$ cat src/rtl/cid_defines.svh
/*
 * Constants of the compact instruction decoder: major codes, minor codes,
 * field positions and state codes.
 * Assumes inclusion by bare name from the rtl/ folder.
 */
`ifndef CID_DEFINES_SVH
`define CID_DEFINES_SVH

`define CID_HALF_W       16
`define CID_OP_HI        15
`define CID_OP_LO        11
`define CID_R1_HI        10
`define CID_R1_LO        8
`define CID_R2_HI        7
`define CID_R2_LO        5
`define CID_R3_HI        4
`define CID_R3_LO        2

`define CID_OP_JAL       5'h03
`define CID_OP_SHIFT     5'h06
`define CID_OP_ADDI      5'h08
`define CID_OP_I8        5'h0c
`define CID_OP_RRR       5'h1c
`define CID_OP_RR        5'h1d
`define CID_OP_PREFIX    5'h1e
`define CID_OP_I64       5'h1f
`define CID_OP_BRANCH    5'h02
`define CID_OP_LD        5'h07
`define CID_OP_SD        5'h0f
`define CID_OP_LWSP      5'h12
`define CID_OP_LWPC      5'h16
`define CID_OP_SWSP      5'h1a
`define CID_OP_RRR_LO    5'h18

`define CID_RR_JUMP      5'h00
`define CID_RR_DSRL      5'h08
`define CID_RR_DSRA      5'h13
`define CID_RR_RSV0      5'h01
`define CID_RR_RSV1      5'h11
`define CID_RR_RSV2      5'h15
`define CID_JR_RX        3'h0
`define CID_JR_RA        3'h1
`define CID_JALR_RA      3'h2
`define CID_I8_RSV0      3'h4
`define CID_I8_RSV1      3'h6
`define CID_I64_ADD5     3'h5
`define CID_I64_ADDPC    3'h6
`define CID_SH_DSLL      2'h1

`define CID_W_NONE       5'h00
`define CID_W_RRIA       5'h04
`define CID_W_RRI        5'h05
`define CID_W_RI         5'h08
`define CID_W_I          5'h0b
`define CID_W_EXT_RRIA   5'h0f
`define CID_W_EXT        5'h10
`define CID_SHIFT_ZERO   6'h08

`define CID_ST_IDLE      3'b001
`define CID_ST_PREFIX    3'b010
`define CID_ST_JAL2      3'b100

`endif

$ cat src/rtl/cid_pkg.sv
/*
 * Types of the compact instruction decoder.
 * Assumes cid_defines.svh for the state codes.
 */
`include "cid_defines.svh"

package cid_pkg;
    typedef enum logic [2:0] {
        ST_IDLE   = `CID_ST_IDLE,
        ST_PREFIX = `CID_ST_PREFIX,
        ST_JAL2   = `CID_ST_JAL2
    } state_type;

    typedef enum logic [3:0] {
        GRP_OTHER = 4'h0,
        GRP_JAL   = 4'h1,
        GRP_SHIFT = 4'h2,
        GRP_ADDI  = 4'h3,
        GRP_I8    = 4'h4,
        GRP_RRR   = 4'h5,
        GRP_RR    = 4'h6,
        GRP_I64   = 4'h7
    } group_type;
endpackage

$ cat src/rtl/field_if.sv
/*
 * Carrier of the raw fields of one halfword between the splitter and the
 * decoder core. Purely combinational, no clock.
 */
`timescale 1ns/1ps

interface field_if;
    logic [4:0]  major;
    logic [2:0]  first_reg;
    logic [2:0]  second_reg_field;
    logic [2:0]  third_reg_field;
    logic [4:0]  func5;
    logic [1:0]  func2;
    logic [10:0] imm11;

    modport src (output major, first_reg, second_reg_field, third_reg_field,
                 func5, func2, imm11);
    modport dst (input  major, first_reg, second_reg_field, third_reg_field,
                 func5, func2, imm11);
endinterface

$ cat src/rtl/field_split.sv
/*
 * Splits one 16-bit halfword into its fixed fields.
 * Assumes the halfword is stable for the cycle; no state.
 */
`timescale 1ns/1ps
`include "cid_defines.svh"

module field_split (
    input  wire logic [15:0] i_half,
    field_if.src             f
);
    assign f.major            = i_half[`CID_OP_HI:`CID_OP_LO];
    assign f.first_reg        = i_half[`CID_R1_HI:`CID_R1_LO];
    assign f.second_reg_field = i_half[`CID_R2_HI:`CID_R2_LO];
    assign f.third_reg_field  = i_half[`CID_R3_HI:`CID_R3_LO];
    assign f.func5            = i_half[4:0];
    assign f.func2            = i_half[1:0];
    assign f.imm11            = i_half[10:0];
endmodule

$ cat src/rtl/compact_isa_decoder.sv
/*
 * Decoder of the compact 16-bit instruction set with prefix and long jump.
 * Assumes fetch hands over one halfword per i_valid cycle in program order
 * and that i_mode64 is a level from logic on the same clock.
 */
// Behaviour
// - Accept 16-bit halfword-aligned instructions, one per valid cycle.
// - Long jump and prefixed instructions decode as one 32-bit unit.
// - Major code is bits 15:11; 15:14 row, 13:11 column.
// - Three register fields, each 3 bits, from the compact subset.
// - Unextended immediate is 4, 5, 8 or 11 bits by format.
// - Major map: long jump, shift, add, eight-bit, three-reg, two-reg, prefix, doubleword.
// - Two-register group uses function bits 4:0; 4:3 row, 2:0 column.
// - Register jump qualified by second field: 000, 001 with first 000, 010.
// - Doubleword right shifts count from first field, 0 is 8; only they extend.
// - Unassigned minor codes raise the reserved instruction flag.
// - Three-register bits 1:0: doubleword add, add, doubleword sub, sub.
// - Shift bits 1:0: left, doubleword left, right logical, right arithmetic.
// - Unextended shift count 0 means 8; extended counts are not remapped.
// - Extended count top bit used only for doubleword shifts, left and right.
// - Eight-bit group bits 10:8 select branches, store, adjust, full moves.
// - Move from full register carries a 5-bit register number in 4:0.
// - Doubleword group bits 10:8 select op; valid only in 64-bit mode.
// - Prefixed immediate: 15:11 prefix low, 10:5 prefix middle, 4:0 own.
// - Long jump target 25:21, 20:16 first half, 15:0 second; exchange bit.
`timescale 1ns/1ps
`include "cid_defines.svh"

module compact_isa_decoder
    import cid_pkg::*;
(
    input  wire logic        i_mclk,
    input  wire logic        i_rst_n,
    input  wire logic        i_valid,
    input  wire logic [15:0] i_half,
    input  wire logic        i_mode64,
    output logic             o_valid,
    output group_type        o_group,
    output logic [4:0]       o_major_code,
    output logic [4:0]       o_minor,
    output logic [2:0]       o_first_reg,
    output logic [2:0]       o_second_reg_field,
    output logic [2:0]       o_third_reg_field,
    output logic [4:0]       o_full_register_number,
    output logic [15:0]      o_imm,
    output logic [4:0]       o_imm_bits,
    output logic [5:0]       o_shamt,
    output logic             o_extended,
    output logic             o_is32,
    output logic [25:0]      o_target,
    output logic             o_exchange,
    output logic             o_reserved
);
    field_if f ();

    field_split u_split (
        .i_half (i_half),
        .f      (f)
    );

    // Width of the unextended immediate field of a format
    function automatic logic [4:0] imm_width(input logic [4:0] major,
                                             input logic [2:0] sel);
        logic [4:0] w;
        w = `CID_W_RRI;
        case (major)
            `CID_OP_BRANCH: w = `CID_W_I;
            `CID_OP_ADDI:   w = `CID_W_RRIA;
            `CID_OP_LD, `CID_OP_SD: w = `CID_W_RRI;
            `CID_OP_SHIFT, `CID_OP_RRR, `CID_OP_RR, `CID_OP_JAL: w = `CID_W_NONE;
            `CID_OP_I8:     w = (sel == 3'h5 || sel == 3'h7) ? `CID_W_NONE : `CID_W_RI;
            `CID_OP_I64:    w = (sel == `CID_I64_ADD5 || sel == `CID_I64_ADDPC) ?
                                `CID_W_RRI : `CID_W_RI;
            `CID_OP_LWSP, `CID_OP_LWPC, `CID_OP_SWSP: w = `CID_W_RI;
            default: begin
                if (major < `CID_OP_LD || (major > `CID_OP_ADDI && major < `CID_OP_SD)) begin
                    w = `CID_W_RI;
                end
            end
        endcase
        return w;
    endfunction

    function automatic logic [15:0] low_mask(input logic [4:0] w);
        return 16'(({16'h0000, 16'hffff} << w) >> 16);
    endfunction

    state_type   state_q, state_d;
    logic [15:0] first_q, first_d;

    logic        valid_q, valid_d;
    group_type   group_q, group_d;
    logic [4:0]  major_q, major_d;
    logic [4:0]  minor_q, minor_d;
    logic [2:0]  r1_q, r1_d, r2_q, r2_d, r3_q, r3_d;
    logic [4:0]  full_q, full_d;
    logic [15:0] imm_q, imm_d;
    logic [4:0]  bits_q, bits_d;
    logic [5:0]  shamt_q, shamt_d;
    logic        ext_q, ext_d, is32_q, is32_d;
    logic [25:0] target_q, target_d;
    logic        xchg_q, xchg_d, rsv_q, rsv_d;

    logic        pfx;
    logic [2:0]  sel;

    always_comb begin
        pfx      = (state_q == ST_PREFIX);
        sel      = f.first_reg;
        state_d  = state_q;
        first_d  = first_q;
        valid_d  = 1'b0;
        group_d  = group_q;
        major_d  = major_q;
        minor_d  = minor_q;
        r1_d     = r1_q;
        r2_d     = r2_q;
        r3_d     = r3_q;
        full_d   = full_q;
        imm_d    = imm_q;
        bits_d   = bits_q;
        shamt_d  = shamt_q;
        ext_d    = ext_q;
        is32_d   = is32_q;
        target_d = target_q;
        xchg_d   = xchg_q;
        rsv_d    = rsv_q;
        if (i_valid) begin
            case (state_q)
                ST_JAL2: begin
                    // Second half of the long jump completes the target
                    valid_d  = 1'b1;
                    state_d  = ST_IDLE;
                    target_d = {first_q[4:0], first_q[9:5], i_half};
                end
                ST_IDLE, ST_PREFIX: begin
                    if (state_q == ST_IDLE && f.major == `CID_OP_PREFIX) begin
                        state_d = ST_PREFIX;
                        first_d = i_half;
                    end else if (state_q == ST_IDLE && f.major == `CID_OP_JAL) begin
                        state_d  = ST_JAL2;
                        first_d  = i_half;
                        group_d  = GRP_JAL;
                        major_d  = f.major;
                        minor_d  = 5'h00;
                        xchg_d   = i_half[10];
                        is32_d   = 1'b1;
                        ext_d    = 1'b0;
                        rsv_d    = 1'b0;
                        bits_d   = `CID_W_NONE;
                        imm_d    = 16'h0000;
                        shamt_d  = 6'h00;
                    end else begin
                        valid_d  = 1'b1;
                        state_d  = ST_IDLE;
                        major_d  = f.major;
                        r1_d     = f.first_reg;
                        r2_d     = f.second_reg_field;
                        r3_d     = f.third_reg_field;
                        full_d   = f.func5;
                        ext_d    = pfx;
                        is32_d   = pfx;
                        target_d = 26'h0000000;
                        xchg_d   = 1'b0;
                        rsv_d    = 1'b0;
                        shamt_d  = 6'h00;
                        minor_d  = {2'b00, sel};
                        bits_d   = imm_width(f.major, sel);
                        imm_d    = i_half & low_mask(bits_d);
                        // Prefix before a prefix or a long jump has no meaning
                        if (pfx && (f.major == `CID_OP_PREFIX || f.major == `CID_OP_JAL)) begin
                            rsv_d = 1'b1;
                        end
                        if (pfx) begin
                            bits_d = `CID_W_EXT;
                            imm_d  = {first_q[4:0], first_q[10:5], i_half[4:0]};
                        end
                        case (f.major)
                            `CID_OP_SHIFT: begin
                                group_d = GRP_SHIFT;
                                minor_d = {3'b000, f.func2};
                                bits_d  = `CID_W_NONE;
                                imm_d   = 16'h0000;
                                if (pfx) begin
                                    // Top count bit only for the doubleword left shift
                                    shamt_d = {(f.func2 == `CID_SH_DSLL) & first_q[5],
                                               first_q[10:6]};
                                end else begin
                                    // Count sits in bits 4:2; bits 10:8 name the register
                                    shamt_d = (f.third_reg_field == 3'h0) ? `CID_SHIFT_ZERO :
                                              {3'b000, f.third_reg_field};
                                end
                            end
                            `CID_OP_ADDI: begin
                                group_d = GRP_ADDI;
                                minor_d = {4'h0, i_half[4]};
                                if (pfx) begin
                                    bits_d = `CID_W_EXT_RRIA;
                                    imm_d  = {1'b0, first_q[3:0], first_q[10:4],
                                              i_half[3:0]};
                                end
                            end
                            `CID_OP_I8: begin
                                group_d = GRP_I8;
                                if (sel == `CID_I8_RSV0 || sel == `CID_I8_RSV1) begin
                                    rsv_d = 1'b1;
                                end
                            end
                            `CID_OP_RRR: begin
                                group_d = GRP_RRR;
                                minor_d = {3'b000, f.func2};
                                bits_d  = `CID_W_NONE;
                                imm_d   = 16'h0000;
                                rsv_d   = pfx;
                            end
                            `CID_OP_RR: begin
                                group_d = GRP_RR;
                                minor_d = f.func5;
                                bits_d  = `CID_W_NONE;
                                imm_d   = 16'h0000;
                                if (f.func5 == `CID_RR_RSV0 || f.func5 == `CID_RR_RSV1 ||
                                    f.func5 == `CID_RR_RSV2) begin
                                    rsv_d = 1'b1;
                                end
                                if (f.func5 == `CID_RR_JUMP &&
                                    !(f.second_reg_field == `CID_JR_RX ||
                                      f.second_reg_field == `CID_JALR_RA ||
                                      (f.second_reg_field == `CID_JR_RA &&
                                       f.first_reg == 3'h0))) begin
                                    rsv_d = 1'b1;
                                end
                                if (f.func5 == `CID_RR_DSRL || f.func5 == `CID_RR_DSRA) begin
                                    if (pfx) begin
                                        shamt_d = {first_q[5], first_q[10:6]};
                                    end else begin
                                        shamt_d = (f.first_reg == 3'h0) ? `CID_SHIFT_ZERO :
                                                  {3'b000, f.first_reg};
                                    end
                                end else if (pfx) begin
                                    rsv_d = 1'b1;
                                end
                            end
                            `CID_OP_I64: begin
                                group_d = GRP_I64;
                                if (!i_mode64) begin
                                    rsv_d = 1'b1;
                                end
                            end
                            default: group_d = GRP_OTHER;
                        endcase
                    end
                end
                default: state_d = ST_IDLE;
            endcase
        end
    end

    always_ff @(posedge i_mclk) begin
        if (!i_rst_n) begin
            state_q  <= ST_IDLE;
            first_q  <= 16'h0000;
            valid_q  <= 1'b0;
            group_q  <= GRP_OTHER;
            major_q  <= 5'h00;
            minor_q  <= 5'h00;
            r1_q     <= 3'h0;
            r2_q     <= 3'h0;
            r3_q     <= 3'h0;
            full_q   <= 5'h00;
            imm_q    <= 16'h0000;
            bits_q   <= 5'h00;
            shamt_q  <= 6'h00;
            ext_q    <= 1'b0;
            is32_q   <= 1'b0;
            target_q <= 26'h0000000;
            xchg_q   <= 1'b0;
            rsv_q    <= 1'b0;
        end else begin
            state_q  <= state_d;
            first_q  <= first_d;
            valid_q  <= valid_d;
            group_q  <= group_d;
            major_q  <= major_d;
            minor_q  <= minor_d;
            r1_q     <= r1_d;
            r2_q     <= r2_d;
            r3_q     <= r3_d;
            full_q   <= full_d;
            imm_q    <= imm_d;
            bits_q   <= bits_d;
            shamt_q  <= shamt_d;
            ext_q    <= ext_d;
            is32_q   <= is32_d;
            target_q <= target_d;
            xchg_q   <= xchg_d;
            rsv_q    <= rsv_d;
        end
    end

    assign o_valid                = valid_q;
    assign o_group                = group_q;
    assign o_major_code           = major_q;
    assign o_minor                = minor_q;
    assign o_first_reg            = r1_q;
    assign o_second_reg_field     = r2_q;
    assign o_third_reg_field      = r3_q;
    assign o_full_register_number = full_q;
    assign o_imm                  = imm_q;
    assign o_imm_bits             = bits_q;
    assign o_shamt                = shamt_q;
    assign o_extended             = ext_q;
    assign o_is32                 = is32_q;
    assign o_target               = target_q;
    assign o_exchange             = xchg_q;
    assign o_reserved             = rsv_q;
endmodule

$ cat config.mk
export PLATFORM = sky130hd
export DESIGN_NAME = compact_isa_decoder
export DESIGN_NICKNAME = d
export VERILOG_FILES = /design/src/rtl/cid_pkg.sv /design/src/rtl/field_if.sv /design/src/rtl/field_split.sv /design/src/rtl/compact_isa_decoder.sv
export VERILOG_INCLUDE_DIRS = /design/src /design/src/rtl
export SDC_FILE = /design/constraint.sdc
export NUM_CORES = 1
export LEC_CHECK = 0
export CAP_MARGIN = 20
export CORE_MARGIN = 2
export CORE_UTILIZATION = 40
export CTS_BUF_LIST = sky130_fd_sc_hd__clkbuf_16
export DETAILED_ROUTE_END_ITERATION = 8
export DONT_BUFFER_PORTS = 1
export PLACE_DENSITY = 0.54
export SKIP_CTS_REPAIR_TIMING = 1
export SYNTH_ARGS = -nofsm -noshare
export SYNTH_HDL_FRONTEND = slang
export SYNTH_SLANG_ARGS = --single-unit
$ cat constraint.sdc
create_clock -name i_mclk -period 2.85 [get_ports i_mclk]
set_clock_uncertainty 0.05 [all_clocks]
set_input_delay 0.4275 -clock i_mclk [delete_from_list [all_inputs] [get_ports i_mclk]]
set_output_delay 0.4275 -clock i_mclk [all_outputs]
set_load 0.05 [all_outputs]
[Word-level counts from Yosys, hierarchy flattened]
Cells that the tools add are included.
Storage, ports and cells
  bits in registers: 100
  latch bits: 0
  bits in writable memories: 0
  bits in read-only memories: 0
  bits of input ports: 20
  logic and storage cells: 141
  memories kept: 0
Cells by class
  $add $sub $neg: 0
  $mul: 0
  divide/modulo/power cells: 0
  $lt $le $gt $ge: 3
  equal/unequal tests: 31
  shift-type cells: 1
  multiplexer cells: 50
  bitwise operators: 4
  reduce and logical (&&, ||, !) cells: 34
Operators by type and width (count)
  26-bit two-way mux: 2
  26-bit case mux with 2 select lines: 1
  5-bit == test, second input constant: 10
  16-bit two-way mux: 3
  5-bit two-way mux: 8
  16-bit case mux with 2 select lines: 1
  16-bit by 5-bit << shifter with 32-bit output, first input constant: 1
  4-bit case mux with 7 select lines: 1
  6-bit two-way mux: 4
  11-bit two-way mux: 2
  5-bit by 4-bit == test with 1-bit output, second input constant: 4
  4-bit two-way mux: 5
  3-bit case mux with 6 select lines: 1
  16-bit AND: 1
  3-bit == test, second input constant: 5
  5-bit case mux with 3 select lines: 1
  1-bit two-way mux: 13
  3-bit two-way mux: 4
  6-bit case mux with 2 select lines: 1
  5-bit by 2-bit == test with 1-bit output, second input constant: 2
  5-bit by 3-bit == test with 1-bit output, second input constant: 2
  1-bit logical OR: 10
  5-bit case mux with 2 select lines: 1
  3-bit zero test: 3
  22 further kinds: 37

[Depth between registers and ports, before layout]
  depth after elaboration: 15
  mapped depth: 8

[By module]
From an unflattened synthesis, not the netlist that was laid out.
Unflattened totals
  cells, all modules: 587
  area, all modules: 4733.3 um^2
Modules (own cells, without submodules)
  compact_isa_decoder: times used 1, cells each 555, area each 4493.1 um^2
  field_split: times used 1, cells each 32, area each 240.2 um^2

[Worst setup path before layout]
No wires, ideal clock.
  kind: in2reg
  from: input i_half[1]
  to: register shamt_q[0], in the netlist o_shamt[0]
  library setup time: 0.060 ns
  arrival: 2.008 ns
  required time: 2.740 ns
  setup slack: 0.731 ns
  stages on the path: 6
  path through: buf_6 > or4b_4 > a2111oi_4 > nor3_1 > a211oi_2 > a22o_1
Between the ends
  cells in the longest elaborated chain, start to end: 5
  elaborated cells between the ends (all ways): 6
  those cells by class: eq/ne (2); mux (3); reduce/logical (1)
Ends and longest elaborated chain
  start, declared: RTL line compact_isa_decoder.sv:35  | input wire logic [15:0] i_half,
  5-bit by 4-bit == test with 1-bit output (no source line) or 5-bit == test (tied branches)
  1-bit logical OR (no source line) *
  6-bit two-way mux *: RTL line compact_isa_decoder.sv:232  | if (f.func5 == `CID_RR_DSRL || f.func5 == `CID_RR_DSRA) begin
  6-bit case mux with 2 select lines *: RTL line compact_isa_decoder.sv:178  | case (f.major)
  6-bit two-way mux *: RTL line compact_isa_decoder.sv:140  | end else if (state_q == ST_IDLE && f.major == `CID_OP_JAL) begin
  end signal, assigned: RTL line compact_isa_decoder.sv:291  | shamt_q <= shamt_d;
  end, declared: RTL line compact_isa_decoder.sv:99  | logic [5:0] shamt_q, shamt_d;
Mark *: on every way between the ends. The rest lies on a longest branch, timed or not.
A chain may end at the register's enable or synchronous reset.

[Worst setup path in the final report]
  from: register state_q[0]
  to: register imm_q[10], in the netlist o_imm[10]
Between the ends
  cells in the longest elaborated chain, start to end: 5
  elaborated cells between the ends (all ways): 11
  those cells by class: eq/ne (2); mux (4); bitwise (1); reduce/logical (4)
Ends and longest elaborated chain
  start, declared: RTL line compact_isa_decoder.sv:88  | state_type state_q, state_d;
  start signal, assigned: RTL line compact_isa_decoder.sv:279  | state_q <= state_d;
  3-bit by 2-bit == test with 1-bit output: RTL line compact_isa_decoder.sv:108, compact_isa_decoder.sv:129
  16-bit two-way mux: RTL line compact_isa_decoder.sv:174  | if (pfx) begin
  16-bit two-way mux: RTL line compact_isa_decoder.sv:197  | if (pfx) begin
  16-bit case mux with 2 select lines: RTL line compact_isa_decoder.sv:178
  16-bit two-way mux: RTL line compact_isa_decoder.sv:140
  end signal, assigned: RTL line compact_isa_decoder.sv:289  | imm_q <= imm_d;
  end, declared: RTL line compact_isa_decoder.sv:97  | logic [15:0] imm_q, imm_d;
Several ways; a longest one is shown, not always the timed one.

==> flow_summary_export.csv <==
group,metric,value,unit
route,avgRoutedWirePerCell,21.7,microns
place,dp.cells,594,
worst_setup_path,arrival,2.49,ns
timing,setup_violations,0,
yosys,synth_cell_types,65,
pwr,p_per_area,652,mW/mm^2
worst_setup_path,max_stage_delay,0.57,ns
clocking,cts_sinks,96,
min_path,hold_path_class,"in -> reg",
worst_setup_path,cp_num_buf_inv,0,
clocking,cts_buffer_depth,2,
timing,min_period_over_period,81.5,%
layout,stdcell_area,0.00459,sq mm
place,dp_hpwl,9450,microns
worst_setup_path,cp-startpoint,"state_q[0]",
floorplanning,die-area,0.0115,sq mm
place,dpl_cell_area,0.00429,sq mm
route,routed-via-count,3722,
yosys,ys_ff_latch,96,
floorplanning,initial_core_util,41.3,%
timing,setup_tns,0,ns
timing,slew_headroom,33.3,%
yosys,yosysSeqAreaShare,45.0,%
route,first_pass_iters,5,
clocking,numCtsBuffers,9,
yosys,ys.flop_type,"dfxtp_1",
pwr,power,2.99,mW
pwr,ir_drop,257,uV
yosys,ys_warn_count,0,
global_route,grt_max_degree,27,
worst_setup_path,path_depth,5,
worst_setup_path,r2r-start,"state_q[0]",
place,port_buffers,0,
global_route,overflow,0,
layout,nFillCells,1033,
global_route,antenna_found_initial,1,
pwr,power_leakage,1.68,nW
floorplanning,core_area,0.0103,sq mm
worst_setup_path,path_cells,"nor3b_1, o211ai_1, and3_1, a22oi_1, o31ai_1",
yosys,synth_edf_count,0,
yosys,synthCells,497,
worst_setup_path,worst_r2r_endpoint,"o_imm[10]",
yosys,synthArstFlopShare,0,%
route,drt_iter0_drc,332,
timing,drv_slew,0,
floorplanning,fp.dieW,107,microns
worst_setup_path,crit_end,"o_imm[10]",
timing,rsz0062_at_grt,"no",
timing,hold_viol,0,
clocking,cts_tree,"built",
clocking,cts_max_level,3,
place,place.gp.congestion,0.841,
worst_setup_path,cp_data_required_time,3.02,ns
clocking,clk_pin_slew,0.07,ns
global_route,first_global_vias,3542,
layout,layout.cells.non_filler,611,
worst_setup_path,critPathLaunchType,"flop",
worst_setup_path,worst-setup-path-type,"reg -> reg",
yosys,synth.avg_cell_area,8.58,sq um
floorplanning,rows,37,
yosys,synthTopCellsByArea,"dfxtp_1 (45%), a22o_1 (6.2%), nand2_1 (4.8%), a21oi_1 (4.6%), nor2_1 (3.6%)",
layout,largest_reg_flops,26,
layout,final_cell_mix,"dfxtp_1 (96), nand2_1 (54), nor2_1 (41)",
route,routed_wl,13300,microns
layout,drive_above_1_share,8.23,%
worst_setup_path,end_kind,"flop",
worst_setup_path,cp_max_fo,16,
floorplanning,io_pins,106,
route,antenna_left,0,
yosys,yosysTopAreaCell,"dfxtp_1",
layout,layout_commonest_cell,"dfxtp_1",
timing,hold_slack,0.109,ns
layout,areaGrowthSynthToFinish,7.68,%
global_route,grt_usage,23.6,%
yosys,synth_nets,517,
timing,fin_crit,2.32,ns
timing,worst_slew_pin_slew,0.999,ns
worst_setup_path,crit_family,"simple AND/OR/NAND/NOR gates",
route,vias_per_cell,6.09,
yosys,syn_area,0.00427,sq mm
layout,nets,489,
route,drcViolationCount,0,
worst_setup_path,r2r_slack,0.53,ns
clocking,clock_latency,0.35,ns
worst_setup_path,r2r_cells,5,
run,cap_violations,0,
yosys,synth_top_cell_area_share,45.0,%
timing,fmax,430,MHz
min_path,hold_depth,1,
status,status,"complete, no violations",
global_route,grt_pass1_wl,20700,microns
floorplanning,die_y,107,microns
worst_setup_path,crit_slowest_cell,"nor3b_1",
clocking,cts_root_buf,"clkbuf_16",
[kinds of logic after synthesis]
logic type	after synthesis	share of synthesized area [%]
xor+xnor	3	0.616
simple gates	172	19.8
compound gates	163	27.3
flops	96	45.0
mux	5	1.17
buf+inv	57	5.92
other cells	1	0.0879
[final cells by class]
class                           count  area [sq um]  share of cell area, %
Inverter                           11          41.3                  0.899
Clock buffer                        9           225                   4.90
Sequential cell                    96          1920                   41.8
Antenna cell                        1          2.50                 0.0545
Clock inverter                      7          80.1                   1.74
Timing Repair Buffer                7          52.6                   1.14
Multi-Input combinational cell    344          2100                   45.7
Tap cell                          136           170                   3.70
[cells in the mapped netlist (4+ instances only)]
| cell type | n |
|---|---|
| nor3_1 | 19 |
| nor2_1 | 41 |
| dfxtp_1 | 96 |
| nand2_1 | 54 |
| o21a_1 | 4 |
| nand4_1 | 5 |
| buf_4 | 5 |
| inv_1 | 10 |
| buf_1 | 4 |
| clkbuf_1 | 26 |
| buf_2 | 10 |
| a32oi_1 | 7 |
| mux2i_1 | 5 |
| a22oi_1 | 16 |
| nand2b_1 | 7 |
| a211oi_1 | 4 |
| a221oi_1 | 5 |
| nand3_1 | 17 |
| o211ai_1 | 5 |
| a21oi_1 | 39 |
| a22o_1 | 30 |
| o31ai_1 | 4 |
| o21ai_0 | 23 |
[how the worst min path moves through the flow]
| stage | from | end | slack, ns |
|---|---|---|---|
| after floorplan | first_q[0] | o_target[21] | 0.41 |
| after global placement | i_rst_n | state_q[0] | 0.44 |
| after detailed placement | first_q[2] | o_target[23] | 0.45 |
| after CTS | i_rst_n | state_q[0] | 0.1 |
| after global routing | i_rst_n | state_q[0] | 0.1 |
| final | i_rst_n | state_q[0] | 0.11 |
[through the flow]
step | setup slack (ns) | util [%]
CTS | 0.586 | 44.5
floorplan | 0.731 | -
finish | 0.526 | 44.5
global route | 0.305 | 44.5
global placement | 0.615 | 41.5
detailed placement | 0.593 | 41.5
[where the power goes]
group,switching [mW],total (mW),internal (mW)
logic,0.138,0.210,0.0724
clock network,0.564,1.26,0.693
registers,0.151,1.53,1.38
[layer usage]
layer  share of wire (%)  track usage (%)  wire [microns]
met5                   0                0               0
met3                 8.5             7.32            1130
met4                 2.1             9.93             278
met2                  44             35.8            5820
met1                  46             31.2            6050
Note: power is estimated with default switching activity, not from simulation.
